File: src/verilog/phy_ctrl_pkg.sv
`default_nettype none
// Shared constants and types for the basic control register block.
package phy_ctrl_pkg;

  // Register address and width of the management register port.
  localparam logic [4:0] CTRL_ADDR = 5'h00;
  localparam logic [15:0] CTRL_RESET_VALUE = 16'h1040;
  localparam logic [15:0] READ_ZERO = 16'h0000;

  // Field positions inside the control word.
  localparam int SOFT_RESET_BIT = 15;
  localparam int LOOPBACK_BIT = 14;
  localparam int SPEED_LOW_BIT = 13;
  localparam int NEG_ENABLE_BIT = 12;
  localparam int POWER_DOWN_BIT = 11;
  localparam int ISOLATE_BIT = 10;
  localparam int NEG_RESTART_BIT = 9;
  localparam int DUPLEX_BIT = 8;
  localparam int COLLISION_SIGNAL_TEST_BIT = 7;
  localparam int SPEED_HIGH_BIT = 6;
  localparam int ONE_WAY_BIT = 5;

  // Speed codes, high bit first.
  localparam logic [1:0] SPEED_1000 = 2'h2;
  localparam logic [1:0] SPEED_100 = 2'h1;
  localparam logic [1:0] SPEED_10 = 2'h0;
  localparam logic [1:0] SPEED_RESERVED = 2'h3;

  // Values taken by each field after hardware reset, before straps load.
  localparam logic [1:0] SPEED_RESET = 2'h2;
  localparam logic NEG_ENABLE_RESET = 1'h1;
  localparam logic FIELD_CLEAR = 1'h0;

  // Timing: clock rate and how long a software reset holds the core.
  localparam int CLK_MHZ = 25;
  localparam int SOFT_RESET_TIME_NS = 1000;
  localparam int SOFT_RESET_CYCLES = (SOFT_RESET_TIME_NS * CLK_MHZ + 999) / 1000;
  localparam logic [7:0] SOFT_RESET_LAST = 8'(SOFT_RESET_CYCLES - 1);
  localparam logic [7:0] COUNT_ZERO = 8'h00;
  localparam logic [1:0] STRAP_SETTLE_LAST = 2'h2;
  localparam logic [1:0] SETTLE_ZERO = 2'h0;

  // Software reset sequencer states.
  typedef enum logic [1:0] {SEQ_IDLE, SEQ_HOLD} seq_state_t;

  // Extracts the two-bit speed code from a control word.
  function automatic logic [1:0] speed_field(input logic [15:0] word);
    speed_field = {word[SPEED_HIGH_BIT], word[SPEED_LOW_BIT]};
  endfunction : speed_field

endpackage : phy_ctrl_pkg
`default_nettype wire

File: src/verilog/control_link_if.sv
`timescale 1ns/1ps
`default_nettype none
// Signals that pass between the register core, strap capture and reset sequencer.
interface control_link_if;
  // Strap defaults after synchronisation, and a pulse that loads them.
  logic [1:0] strap_speed;
  logic strap_neg_enable;
  logic strap_power_down;
  logic strap_load;
  // Software reset start request and its completion pulse.
  logic reset_start;
  logic reset_done;

  // Strap capture drives the strap group.
  modport strap_side (output strap_speed, output strap_neg_enable,
                      output strap_power_down, output strap_load);
  // The sequencer answers start with done.
  modport seq_side (input reset_start, output reset_done);
  // The register core consumes both.
  modport core_side (input strap_speed, input strap_neg_enable,
                     input strap_power_down, input strap_load,
                     output reset_start, input reset_done);
endinterface : control_link_if
`default_nettype wire

File: src/verilog/phy_basic_control_register.sv
// Summary of operation
// - Bit 15 resets core, clears when done.
// - Bit 14 enables loopback, resets to zero.
// - Speed code bits 6 and 13 select rate.
// - Reset defaults follow configuration strap pins.
// - Bit 12 enables negotiation, default one.
// - Bit 11 selects software power-down.
// - Bit 10 isolates all MAC-side pins.
// - Bit 9 restarts negotiation, self clearing.
// - Bit 7 enables collision signal test.
// - Bit 5 reads zero; transmit needs link.
`timescale 1ns/1ps
`default_nettype none
module phy_basic_control_register (
  // Clock and synchronous active-low hardware reset.
  input wire logic clk,
  input wire logic resetn,
  // Management register port, one access per strobe.
  input wire logic [4:0] reg_addr,
  input wire logic reg_wr_en,
  input wire logic [15:0] reg_wr_data,
  input wire logic reg_rd_en,
  output logic [15:0] reg_rd_data,
  output logic reg_rd_valid,
  // Hardware configuration pins.
  input wire logic [1:0] strap_speed_pin,
  input wire logic strap_neg_enable_pin,
  input wire logic strap_power_down_pin,
  // Link state from the core, same clock.
  input wire logic link_valid,
  // Controls towards the transceiver core.
  output logic soft_reset_request,
  output logic loopback_enable,
  output logic [1:0] speed_select,
  output logic negotiation_enable,
  output logic soft_power_down,
  output logic mac_isolate,
  output logic mac_pin_oe_n,
  output logic negotiation_restart,
  output logic full_duplex_select,
  output logic collision_signal_test,
  output logic one_way_transmit_enable,
  output logic mac_tx_allow
);

  // Link between this core and its two helpers.
  control_link_if link ();

  // Control fields; each is its own flip-flop so outputs come straight from them.
  logic soft_reset_reg;
  logic loopback_reg;
  logic [1:0] speed_reg;
  logic neg_enable_reg;
  logic power_down_reg;
  logic isolate_reg;
  logic restart_reg;
  logic restart_pulse_reg;
  logic duplex_reg;
  logic collision_signal_test_reg;
  logic pin_oe_n_reg;
  logic tx_allow_reg;
  logic one_way_reg; // Always zero; no one-way mode is offered.
  logic [15:0] rd_data_reg;
  logic rd_valid_reg;

  // Decoded accesses and the loaded defaults.
  logic wr_hit; // A write to the control word that is accepted.
  logic rd_hit; // The address matches the control word; the read strobe gates it where it is used.
  logic load_defaults; // Hardware strap load or end of a software reset.
  logic [15:0] ctrl_value; // The word as software sees it.

  // Strap pins pass through a synchroniser before they are used.
  // Their load arrives four edges after release and overrides any earlier write except a soft reset started by bit 15.
  strap_capture u_strap (
    .clk(clk),
    .resetn(resetn),
    .strap_speed_pin(strap_speed_pin),
    .strap_neg_enable_pin(strap_neg_enable_pin),
    .strap_power_down_pin(strap_power_down_pin),
    .link(link)
  );

  // The sequencer decides how long a software reset lasts.
  // A start while it is busy is refused there, so one write gives one reset.
  soft_reset_sequencer u_seq (
    .clk(clk),
    .resetn(resetn),
    .link(link)
  );

  // Address decode shared by the read and write paths.
  function automatic logic is_ctrl_addr(input logic [4:0] addr);
    is_ctrl_addr = addr == phy_ctrl_pkg::CTRL_ADDR;
  endfunction : is_ctrl_addr

  // Writes are ignored while a software reset runs, since the core is not live.
  // Such writes are dropped, not queued; software polls bit 15 before writing again.
  assign wr_hit = reg_wr_en && is_ctrl_addr(reg_addr) && !soft_reset_reg;
  assign rd_hit = is_ctrl_addr(reg_addr);

  // A software reset reloads the same defaults that hardware reset gives.
  // The strap load and the end of a software reset never fall in one cycle.
  assign load_defaults = link.strap_load || link.reset_done;

  // Start the sequencer on a write of one to the reset bit.
  assign link.reset_start = wr_hit && reg_wr_data[phy_ctrl_pkg::SOFT_RESET_BIT];

  // Assemble the readable word; bit 5 and bits 4 to 0 always read zero.
  // Reserved bits are forced here so that no field flop can leak into them.
  always_comb
  begin
    ctrl_value = phy_ctrl_pkg::READ_ZERO;
    ctrl_value[phy_ctrl_pkg::SOFT_RESET_BIT] = soft_reset_reg;
    ctrl_value[phy_ctrl_pkg::LOOPBACK_BIT] = loopback_reg;
    ctrl_value[phy_ctrl_pkg::SPEED_HIGH_BIT] = speed_reg[1];
    ctrl_value[phy_ctrl_pkg::SPEED_LOW_BIT] = speed_reg[0];
    ctrl_value[phy_ctrl_pkg::NEG_ENABLE_BIT] = neg_enable_reg;
    ctrl_value[phy_ctrl_pkg::POWER_DOWN_BIT] = power_down_reg;
    ctrl_value[phy_ctrl_pkg::ISOLATE_BIT] = isolate_reg;
    ctrl_value[phy_ctrl_pkg::NEG_RESTART_BIT] = restart_reg;
    ctrl_value[phy_ctrl_pkg::DUPLEX_BIT] = duplex_reg;
    ctrl_value[phy_ctrl_pkg::COLLISION_SIGNAL_TEST_BIT] = collision_signal_test_reg;
    ctrl_value[phy_ctrl_pkg::ONE_WAY_BIT] = 1'b0;
  end

  // Soft reset bit: set by the write, held for the whole reset, cleared by done.
  // The sequencer owns the timing, so this bit only mirrors its start and done.
  always_ff @(posedge clk)
  begin
    if (!resetn)
      soft_reset_reg <= phy_ctrl_pkg::FIELD_CLEAR;
    else if (link.reset_start)
      soft_reset_reg <= 1'b1;
    else if (link.reset_done)
      soft_reset_reg <= 1'b0;
  end

  // Loopback select.
  // A strap load or the end of a software reset returns it to off.
  always_ff @(posedge clk)
  begin
    if (!resetn || load_defaults)
      loopback_reg <= phy_ctrl_pkg::FIELD_CLEAR;
    else if (wr_hit)
      loopback_reg <= reg_wr_data[phy_ctrl_pkg::LOOPBACK_BIT];
  end

  // Speed select; a written reserved code is refused, but a strap load takes whatever code the pins give.
  // A write of the reserved code still writes every other field of the word.
  always_ff @(posedge clk)
  begin
    if (!resetn)
      speed_reg <= phy_ctrl_pkg::SPEED_RESET;
    else if (load_defaults)
      speed_reg <= link.strap_speed;
    else if (wr_hit && phy_ctrl_pkg::speed_field(reg_wr_data) != phy_ctrl_pkg::SPEED_RESERVED)
      speed_reg <= phy_ctrl_pkg::speed_field(reg_wr_data);
  end

  // Negotiation enable; defaults to on, overridden by the strap.
  // A strap that disables it lets an unmanaged system force a fixed rate.
  always_ff @(posedge clk)
  begin
    if (!resetn)
      neg_enable_reg <= phy_ctrl_pkg::NEG_ENABLE_RESET;
    else if (load_defaults)
      neg_enable_reg <= link.strap_neg_enable;
    else if (wr_hit)
      neg_enable_reg <= reg_wr_data[phy_ctrl_pkg::NEG_ENABLE_BIT];
  end

  // Software power-down; a strap may hold the part down until software clears it.
  // Writes still land while powered down, so software can wake the part.
  always_ff @(posedge clk)
  begin
    if (!resetn)
      power_down_reg <= phy_ctrl_pkg::FIELD_CLEAR;
    else if (load_defaults)
      power_down_reg <= link.strap_power_down;
    else if (wr_hit)
      power_down_reg <= reg_wr_data[phy_ctrl_pkg::POWER_DOWN_BIT];
  end

  // Isolate select.
  // The output enable flop below carries the same value to the pin drivers.
  always_ff @(posedge clk)
  begin
    if (!resetn || load_defaults)
      isolate_reg <= phy_ctrl_pkg::FIELD_CLEAR;
    else if (wr_hit)
      isolate_reg <= reg_wr_data[phy_ctrl_pkg::ISOLATE_BIT];
  end

  // MAC pin output enable, low while the pins are driven; it follows isolate
  // even mid-frame, which is the point of isolation.
  always_ff @(posedge clk)
  begin
    if (!resetn)
      pin_oe_n_reg <= 1'b0;
    else if (load_defaults)
      pin_oe_n_reg <= 1'b0;
    else if (wr_hit)
      pin_oe_n_reg <= reg_wr_data[phy_ctrl_pkg::ISOLATE_BIT];
  end

  // Restart bit: a new write wins over the self clear in the same cycle.
  always_ff @(posedge clk)
  begin
    if (!resetn || load_defaults)
      restart_reg <= phy_ctrl_pkg::FIELD_CLEAR;
    else if (wr_hit && reg_wr_data[phy_ctrl_pkg::NEG_RESTART_BIT])
      restart_reg <= 1'b1;
    else if (restart_pulse_reg)
      restart_reg <= 1'b0;
  end

  // One restart pulse per request; the bit clears the cycle after it.
  // A second request before the pulse merges into it; one in the pulse cycle itself gives a second pulse.
  always_ff @(posedge clk)
  begin
    if (!resetn || load_defaults)
      restart_pulse_reg <= 1'b0;
    else
      restart_pulse_reg <= restart_reg && !restart_pulse_reg;
  end

  // Duplex select.
  // Half duplex is the default after any reset.
  always_ff @(posedge clk)
  begin
    if (!resetn || load_defaults)
      duplex_reg <= phy_ctrl_pkg::FIELD_CLEAR;
    else if (wr_hit)
      duplex_reg <= reg_wr_data[phy_ctrl_pkg::DUPLEX_BIT];
  end

  // Collision test enable.
  // Cleared by every reset so a test never survives a restart of the core.
  always_ff @(posedge clk)
  begin
    if (!resetn || load_defaults)
      collision_signal_test_reg <= phy_ctrl_pkg::FIELD_CLEAR;
    else if (wr_hit)
      collision_signal_test_reg <= reg_wr_data[phy_ctrl_pkg::COLLISION_SIGNAL_TEST_BIT];
  end

  // Transmit gate: only with a valid link, and never while isolated, down or in reset.
  // It lags link_valid by one cycle; the core must not rely on it sooner.
  always_ff @(posedge clk)
  begin
    if (!resetn)
      tx_allow_reg <= 1'b0;
    else
      tx_allow_reg <= link_valid && !isolate_reg && !power_down_reg && !soft_reset_reg;
  end

  // One-way transmit is not offered, so this flop only ever holds zero.
  always_ff @(posedge clk)
  begin
    if (!resetn)
      one_way_reg <= phy_ctrl_pkg::FIELD_CLEAR;
    else
      one_way_reg <= phy_ctrl_pkg::FIELD_CLEAR;
  end

  // Read port: data one cycle after the strobe, held until the next read.
  // Unmapped addresses read zero so software never sees stale data.
  // A read in the same cycle as a write returns the value before the write.
  always_ff @(posedge clk)
  begin
    if (!resetn)
      rd_data_reg <= phy_ctrl_pkg::READ_ZERO;
    else if (reg_rd_en)
      rd_data_reg <= rd_hit ? ctrl_value : phy_ctrl_pkg::READ_ZERO;
  end

  // Read valid pulse.
  // It pulses for every strobe, mapped or not, so the host never waits in vain.
  always_ff @(posedge clk)
  begin
    if (!resetn)
      rd_valid_reg <= 1'b0;
    else
      rd_valid_reg <= reg_rd_en;
  end

  // Outputs come straight from the flip-flops above.
  // The pulse, not the register bit, drives the restart output.
  assign reg_rd_data = rd_data_reg;
  assign reg_rd_valid = rd_valid_reg;
  assign soft_reset_request = soft_reset_reg;
  assign loopback_enable = loopback_reg;
  assign speed_select = speed_reg;
  assign negotiation_enable = neg_enable_reg;
  assign soft_power_down = power_down_reg;
  assign mac_isolate = isolate_reg;
  assign mac_pin_oe_n = pin_oe_n_reg;
  assign negotiation_restart = restart_pulse_reg;
  assign full_duplex_select = duplex_reg;
  assign collision_signal_test = collision_signal_test_reg;
  assign one_way_transmit_enable = one_way_reg;
  assign mac_tx_allow = tx_allow_reg;

endmodule : phy_basic_control_register
`default_nettype wire

File: src/verilog/soft_reset_sequencer.sv
`timescale 1ns/1ps
`default_nettype none
// Times a software reset of the core and reports its completion.
module soft_reset_sequencer (
  // Clock and reset.
  input wire logic clk,
  input wire logic resetn,
  // Start and done towards the register core.
  control_link_if.seq_side link
);

  phy_ctrl_pkg::seq_state_t state_reg; // Idle or holding the core in reset.
  logic [7:0] count_reg; // Cycles spent holding.
  logic done_reg; // One-cycle completion pulse.

  // Holds for a fixed count, then pulses done; a start while busy is ignored.
  always_ff @(posedge clk)
  begin
    if (!resetn)
    begin
      state_reg <= phy_ctrl_pkg::SEQ_IDLE;
      count_reg <= phy_ctrl_pkg::COUNT_ZERO;
      done_reg <= 1'b0;
    end
    else
    begin
      done_reg <= 1'b0;
      case (state_reg)
        phy_ctrl_pkg::SEQ_IDLE:
        begin
          count_reg <= phy_ctrl_pkg::COUNT_ZERO;
          if (link.reset_start)
            state_reg <= phy_ctrl_pkg::SEQ_HOLD;
        end
        phy_ctrl_pkg::SEQ_HOLD:
        begin
          if (count_reg == phy_ctrl_pkg::SOFT_RESET_LAST)
          begin
            done_reg <= 1'b1;
            state_reg <= phy_ctrl_pkg::SEQ_IDLE;
          end
          else
            count_reg <= count_reg + 8'h01;
        end
        default:
          state_reg <= phy_ctrl_pkg::SEQ_IDLE;
      endcase
    end
  end

  assign link.reset_done = done_reg;

endmodule : soft_reset_sequencer
`default_nettype wire

File: src/verilog/strap_capture.sv
`timescale 1ns/1ps
`default_nettype none
// Synchronises the configuration pins and pulses a load once they have settled.
module strap_capture (
  // Clock and reset.
  input wire logic clk,
  input wire logic resetn,
  // Raw configuration pins.
  input wire logic [1:0] strap_speed_pin,
  input wire logic strap_neg_enable_pin,
  input wire logic strap_power_down_pin,
  // Towards the register core.
  control_link_if.strap_side link
);

  logic [3:0] meta_reg; // First stage, read only by the second stage.
  logic [3:0] sync_reg; // Second stage, safe for logic.
  logic [1:0] settle_reg; // Counts cycles after reset release.
  logic load_reg; // One-cycle load pulse.
  logic loaded_reg; // Set once the load has been issued.

  // Two-flop synchroniser; the pins may change at any time.
  always_ff @(posedge clk)
  begin
    if (!resetn)
    begin
      meta_reg <= 4'h0;
      sync_reg <= 4'h0;
    end
    else
    begin
      meta_reg <= {strap_speed_pin, strap_neg_enable_pin, strap_power_down_pin};
      sync_reg <= meta_reg;
    end
  end

  // Waits for the synchroniser to fill after release, then loads once.
  // Reading the pins only after release keeps reset a pure constant load.
  always_ff @(posedge clk)
  begin
    if (!resetn)
    begin
      settle_reg <= phy_ctrl_pkg::SETTLE_ZERO;
      load_reg <= 1'b0;
      loaded_reg <= 1'b0;
    end
    else if (!loaded_reg && settle_reg == phy_ctrl_pkg::STRAP_SETTLE_LAST)
    begin
      load_reg <= 1'b1;
      loaded_reg <= 1'b1;
    end
    else
    begin
      settle_reg <= loaded_reg ? settle_reg : settle_reg + 2'h1;
      load_reg <= 1'b0;
    end
  end

  assign link.strap_speed = sync_reg[3:2];
  assign link.strap_neg_enable = sync_reg[1];
  assign link.strap_power_down = sync_reg[0];
  assign link.strap_load = load_reg;

endmodule : strap_capture
`default_nettype wire
File: config.mk
export PLATFORM = sky130hd
export DESIGN_NAME = phy_basic_control_register
export DESIGN_NICKNAME = d
export VERILOG_FILES = /design/src/verilog/phy_ctrl_pkg.sv /design/src/verilog/control_link_if.sv /design/src/verilog/phy_basic_control_register.sv /design/src/verilog/soft_reset_sequencer.sv /design/src/verilog/strap_capture.sv
export SDC_FILE = /design/constraint.sdc
export NUM_CORES = 1
export LEC_CHECK = 0
export ABC_AREA = 1
export BUFFER_PORTS_ARGS = -buffer_cell sky130_fd_sc_hd__buf_2
export CORE_UTILIZATION = 47
export DETAILED_ROUTE_END_ITERATION = 16
export GPL_ROUTABILITY_DRIVEN = 0
export PLACE_DENSITY = 0.74
export SYNTH_ARGS = -nofsm -noshare
export SYNTH_HDL_FRONTEND = slang
export SYNTH_HIERARCHICAL = 1
export SYNTH_SLANG_ARGS = --single-unit
export TNS_END_PERCENT = 5
File: constraint.sdc
create_clock -name clk -period 1.54 [get_ports clk]
set_clock_uncertainty 0.15 [all_clocks]
set_input_delay 0.385 -clock clk [delete_from_list [all_inputs] [get_ports clk]]
set_output_delay 0.385 -clock clk [all_outputs]
set_load 0.02 [all_outputs]
# --- After elaboration in Yosys (flattened, before gate mapping) ---
# Index checks and enable logic that the tools add are counted.
# Widths: inputs -> output; s select.
classes:
  n_addsub: 2
  mul: 0
  n_div: 0
  magnitude_cmp: 0
  eq_ne: 7
  n_shift: 0
  muxes: 18
  n_bitwise: 3
  reduce_logical: 30
op_table:
  columns: ["cell", "n"]
  rows:
  - ["$mux 16", 1]
  - ["$pmux 8 s2", 1]
  - ["$logic_and 1x1->1", 10]
  - ["$mux 1", 10]
  - ["$reduce_bool 2->1", 5]
  - ["$add 8x1->8 const B", 1]
  - ["$eq 8x5->1 const B", 1]
  - ["$mux 2", 4]
  - ["$mux 8", 1]
  - ["$reduce_and 2->1", 4]
  - ["$logic_not 1->1", 6]
  - ["$ne 2x2->1 const B", 3]
  - ["$logic_not 5->1", 1]
  - ["$pmux 2 s2", 1]
  - ["$not 1->1", 3]
  - ["$add 2x1->2 const B", 1]
  - ["$eq 2x1->1 const B", 1]
  - ["$eq 2x2->1 const B", 1]
  - ["$logic_not 2->1", 1]
  - ["$logic_or 1x1->1", 2]
  - ["$ne 2x1->1 const B", 1]
  - ["$reduce_or 2->1", 1]
word_totals:
  ff_bits: 53
  latchBits: 0
  ram_bits: 0
  rom_bits: 0
  input_bits: 30
  out_inout_bits: 30
  wordCells: 82
  mem_count: 0

# --- Logic depth before layout (Yosys ltp) ---
depth:
  depth_word: 6
  mapped_depth: 7
  ltp_nobuf: 7

# --- By module ---
# The synthesis kept the hierarchy.
by_module_without_submodules:
  columns: ["mod", "instances", "cells_per_inst", "area_each_um2", "seq_area_each_um2"]
  rows:
  - ["phy_basic_control_register", 1, 136, 1044.8, 460.4]
  - ["soft_reset_sequencer", 1, 68, 501.7, 200.2]
  - ["strap_capture", 1, 44, 389.1, 240.2]

# --- Least setup slack after synthesis ---
# OpenSTA, ideal clock, no wires.
synth_path:
  path_type: "input-to-reg"
  from: "in reg_addr[4]"
  to: "reg speed_reg[0] (netlist: speed_select[0])"
  setup_time_ps: 115
  t_arrival_ps: 990
  required_ps: 1275
  path_slack_ps: 285
  cell_stages: 6
  n_path_buf: 0
  path_cell_list: "nor2_2 > nand2_2 > nor2_8 > nand3_4 > a21oi_1 > nor2_1"
synth_via:
  elab_chain_cells: 5
synth_lines:
  columns: ["element", "line", "text"]
  rows:
  - ["from (decl)", "phy_basic_control_register.sv:19", "input wire logic [4:0] reg_addr,"]
  - ["$logic_not 5->1", "phy_basic_control_register.sv:93", "is_ctrl_addr = addr == phy_ctrl_pkg::CTRL_ADDR;"]
  - ["$logic_and 1x1->1 (2 in series)", "phy_basic_control_register.sv:98", "assign wr_hit = reg_wr_en && is_ctrl_addr(reg_addr) && !soft_reset_reg;"]
  - ["$logic_and 1x1->1", "phy_basic_control_register.sv:156", "else if (wr_hit && phy_ctrl_pkg::speed_field(reg_wr_data) != phy_ctrl_pkg::SPEED_RESERVED)"]
  - ["$reduce_bool 2->1 (no line)", null, null]
  - ["to (signal assigned)", "phy_basic_control_register.sv:153", "speed_reg <= phy_ctrl_pkg::SPEED_RESET;"]
  - ["to (signal assigned)", "phy_basic_control_register.sv:155", "speed_reg <= link.strap_speed;"]
  - ["to (signal assigned)", "phy_basic_control_register.sv:157", "speed_reg <= phy_ctrl_pkg::speed_field(reg_wr_data);"]
  - ["to (decl)", "phy_basic_control_register.sv:52", "logic [1:0] speed_reg;"]
# Every way passes these cells.
# A chain may end at the register's enable or synchronous reset.

# --- Worst setup path in the final report ---
layout_path:
  from: "reg isolate_reg (netlist: mac_isolate)"
  to: "out mac_isolate"
layout_lines:
  columns: ["element", "line", "text"]
  rows:
  - ["from (decl)", "phy_basic_control_register.sv:55", "logic isolate_reg;"]
  - ["from (signal assigned)", "phy_basic_control_register.sv:189", "isolate_reg <= phy_ctrl_pkg::FIELD_CLEAR;"]
  - ["from (signal assigned)", "phy_basic_control_register.sv:191", "isolate_reg <= reg_wr_data[phy_ctrl_pkg::ISOLATE_BIT];"]
  - ["to (decl)", "phy_basic_control_register.sv:37", "output logic mac_isolate,"]
# No word-level cell between the ends.

==> flow_summary.ini <==
[status]
status = finished, final reports clean

[layout]
area_growth_pct = 18.2
largest_register_ffs = 10
fin_util = 0.602
design_area_um2 = 2290
fin_cells = 346
diodes = 0
finalNetCount = 331
layout-drive-gt1-share = 0.285

[clock_tree]
clk_pin_slew_ps = 80
cts_root_buf = clkbuf_8
cts_setup_buffers = 0
cts_tree = built
insertion_delay_ps = 300
clock-sinks = 45
cts_buffer_depth = 2
cts_buffers = 5
htree_num_levels = 2

[synth]
ys_seq_area_frac = 0.465
synth_area_um2 = 1940
synth-seq-cells = 45
synth_cell_types = 31
synthCells = 248
synth_ff_type = dfxtp_1
syn_avg_cell_area_um2 = 7.80
synth-edff-count = 0
yosysWarnings = 6
synthArstFlopShare = 0

[critical_path]
cp_data_arrival_time_ps = 920
cp.required_ps = 1000
slowest_delay_ps = 420
path_class = reg -> out
crit_buf_inv = 1
critPathSlowestCell = dfxtp_1
cp_top_family = flip-flops
reg2reg_from = u_seq/count_reg[1]$_SDFFE_PN0P_
start_kind = flip-flop
worstSetupEndpointType = output pin
path_max_fanout = 5
startpoint = mac_isolate$_SDFFE_PP0P_
worstPathCellList = buf_2

[floorplanning]
core_um2 = 3800
initial_utilization = 0.510
die_w_um = 66.2
rows = 22
die_h_um = 66.2
die_area_um2 = 4380
ioPinCount = 60

[route]
vias_per_cell = 4.62
final_antenna_net_count = 0
drtIter0Drc = 81
drc = 0
wl_per_cell_um = 10.4
vias = 1598
first_pass_iters = 4
routed_wl_um = 3580

[power_and_ir_drop]
switchingPower_uw = 695
switching_share = 0.271
intPower_mw = 1.87
p_clk_frac = 0.335
power_frac_seq = 0.503
p_per_area_nw_per_um2 = 1120
pwr-share-comb = 0.163
finalPower_mw = 2.56
p_leak_nw = 1.13
ir_drop_v = 0.000773

[global_route]
grt_use_total = 0.185
antenna_found_initial = 0
grt_max_degree = 22
grt_overflow_total = 0
grt_pass1_wl_um = 6080
grt_pass1_vias = 1446

[timing]
rsz0062_at_grt = no
setup-violations-final = 0
fin_crit_ps = 1460
maxSlewViolCount = 0
finalSetupTns_ps = 0
max_freq_mhz = 686
period_share = 0.947
setup_ws_ps = 81.4
hold_slack_ps = 118
hold_viol = 0

[placed_design]
place_ws_ps = 57.0
dp.cells = 339
io_buffers = 46
dpl-instance-area_um2 = 2180
dp_hpwl_um = 2640

[worst_hold_path]
hold_path.class = in -> reg
min_from = strap_neg_enable_pin

[job]
maxCapViolations = 0
[final timing paths]
| path | end | slack, ps | depth (start not counted) |
|---|---|---|---|
| worst min register to register | u_strap/sync_reg[2]$_SDFF_PN0_ | 260 | 2 |
| worst min-delay path | u_strap/meta_reg[1]$_SDFF_PN0_ | 120 | 3 |
| worst max-delay path | mac_isolate | 80 | 1 |
| worst max register to register | u_seq/count_reg[1]$_SDFFE_PN0P_ | 160 | 7 |
[power groups by stage]
stage          Clock (mW)  Combinational (mW)  Sequential (mW)
5_1_grt             0.922               0.463             1.30
6_report            0.857               0.416             1.29
3_5_place_dp            0               0.411             1.32
2_1_floorplan           0               0.266             1.35
3_3_place_gp            0               0.396             1.31
4_1_cts             0.871               0.420             1.29
[cells in the final DEF, fill, tap and decap left out, types with 2 or more instances in the layout]
master / Yosys / routed
a21oi_1: 22 / 22
a21oi_2: 2 / 2
buf_2: 2 / 46
buf_4: 8 / 5
clkbuf_8: 0 / 5
clkinv_1: 4 / 4
conb_1: 1 / 7
dfxtp_1: 45 / 44
ha_1: 3 / 3
inv_1: 26 / 26
inv_2: 2 / 2
nand2_1: 57 / 57
nand2_2: 7 / 7
nand3_1: 12 / 12
nand3_2: 2 / 2
nor2_1: 19 / 19
nor2_2: 6 / 6
nor2_4: 3 / 3
o21ai_0: 10 / 10
o21ai_1: 4 / 4
[worst reg2reg max path: cells and delay by family, from the launching register on]
family / cells / cell delay (ps)
AOI/OAI and AO/OA: 1 / 140
adders and majority gates: 1 / 200
buffers and inverters: 1 / 70
DFF: 1 / 430
and+or+nand+nor: 4 / 330
[layout make-up]
| cell class | instances | area [um^2] |
|---|---|---|
| inverters | 32 | 120 |
| multi-input cells | 163 | 833 |
| flip-flops and latches | 45 | 902 |
| well taps | 48 | 60.1 |
| fillers | 363 | 1510 |
| repair buffers | 51 | 268 |
| clock inverters | 2 | 35.0 |
| clock buffers | 5 | 68.8 |
[repair_timing]
item                                    4_1_cts  5_1_grt
endpoints found under the setup margin        1        0
hold buffers                                  0        0
gates resized for setup                       1        0
[metal layers]
layer / track usage / share of wire / vias to the layer above
li1: - / - / 862
met1: 0.224 / 0.47 / 694
met2: 0.304 / 0.46 / 37
met3: 0.0569 / 0.053 / 5
met4: 0.0718 / 0.014 / 0
met5: 0 / 0 / -
[cells in the mapped netlist (3+ instances only)]
master | count | share of area
a21oi_1 | 22 | 0.057
buf_4 | 8 | 0.031
clkinv_1 | 4 | 0.0078
dfxtp_1 | 45 | 0.47
ha_1 | 3 | 0.019
inv_1 | 26 | 0.050
nand2_1 | 57 | 0.11
nand2_2 | 7 | 0.023
nand3_1 | 12 | 0.031
nor2_1 | 19 | 0.037
nor2_2 | 6 | 0.019
nor2_4 | 3 | 0.017
o21ai_0 | 10 | 0.026
o21ai_1 | 4 | 0.010
[cells by family (layout without fill, tap and decap cells)]
group                    Yosys count  in the layout  share of synthesized area
AND/OR/NAND/NOR                  113            113                      0.288
adder cells (fa/ha/maj)            3              3                     0.0194
buffers and inverters             46             90                      0.116
flip-flops                        45             45                      0.465
AO/OA/AOI/OAI                     40             40                      0.110
other                              1              7                    0.00194
Note: power is estimated with default switching activity, not from simulation.
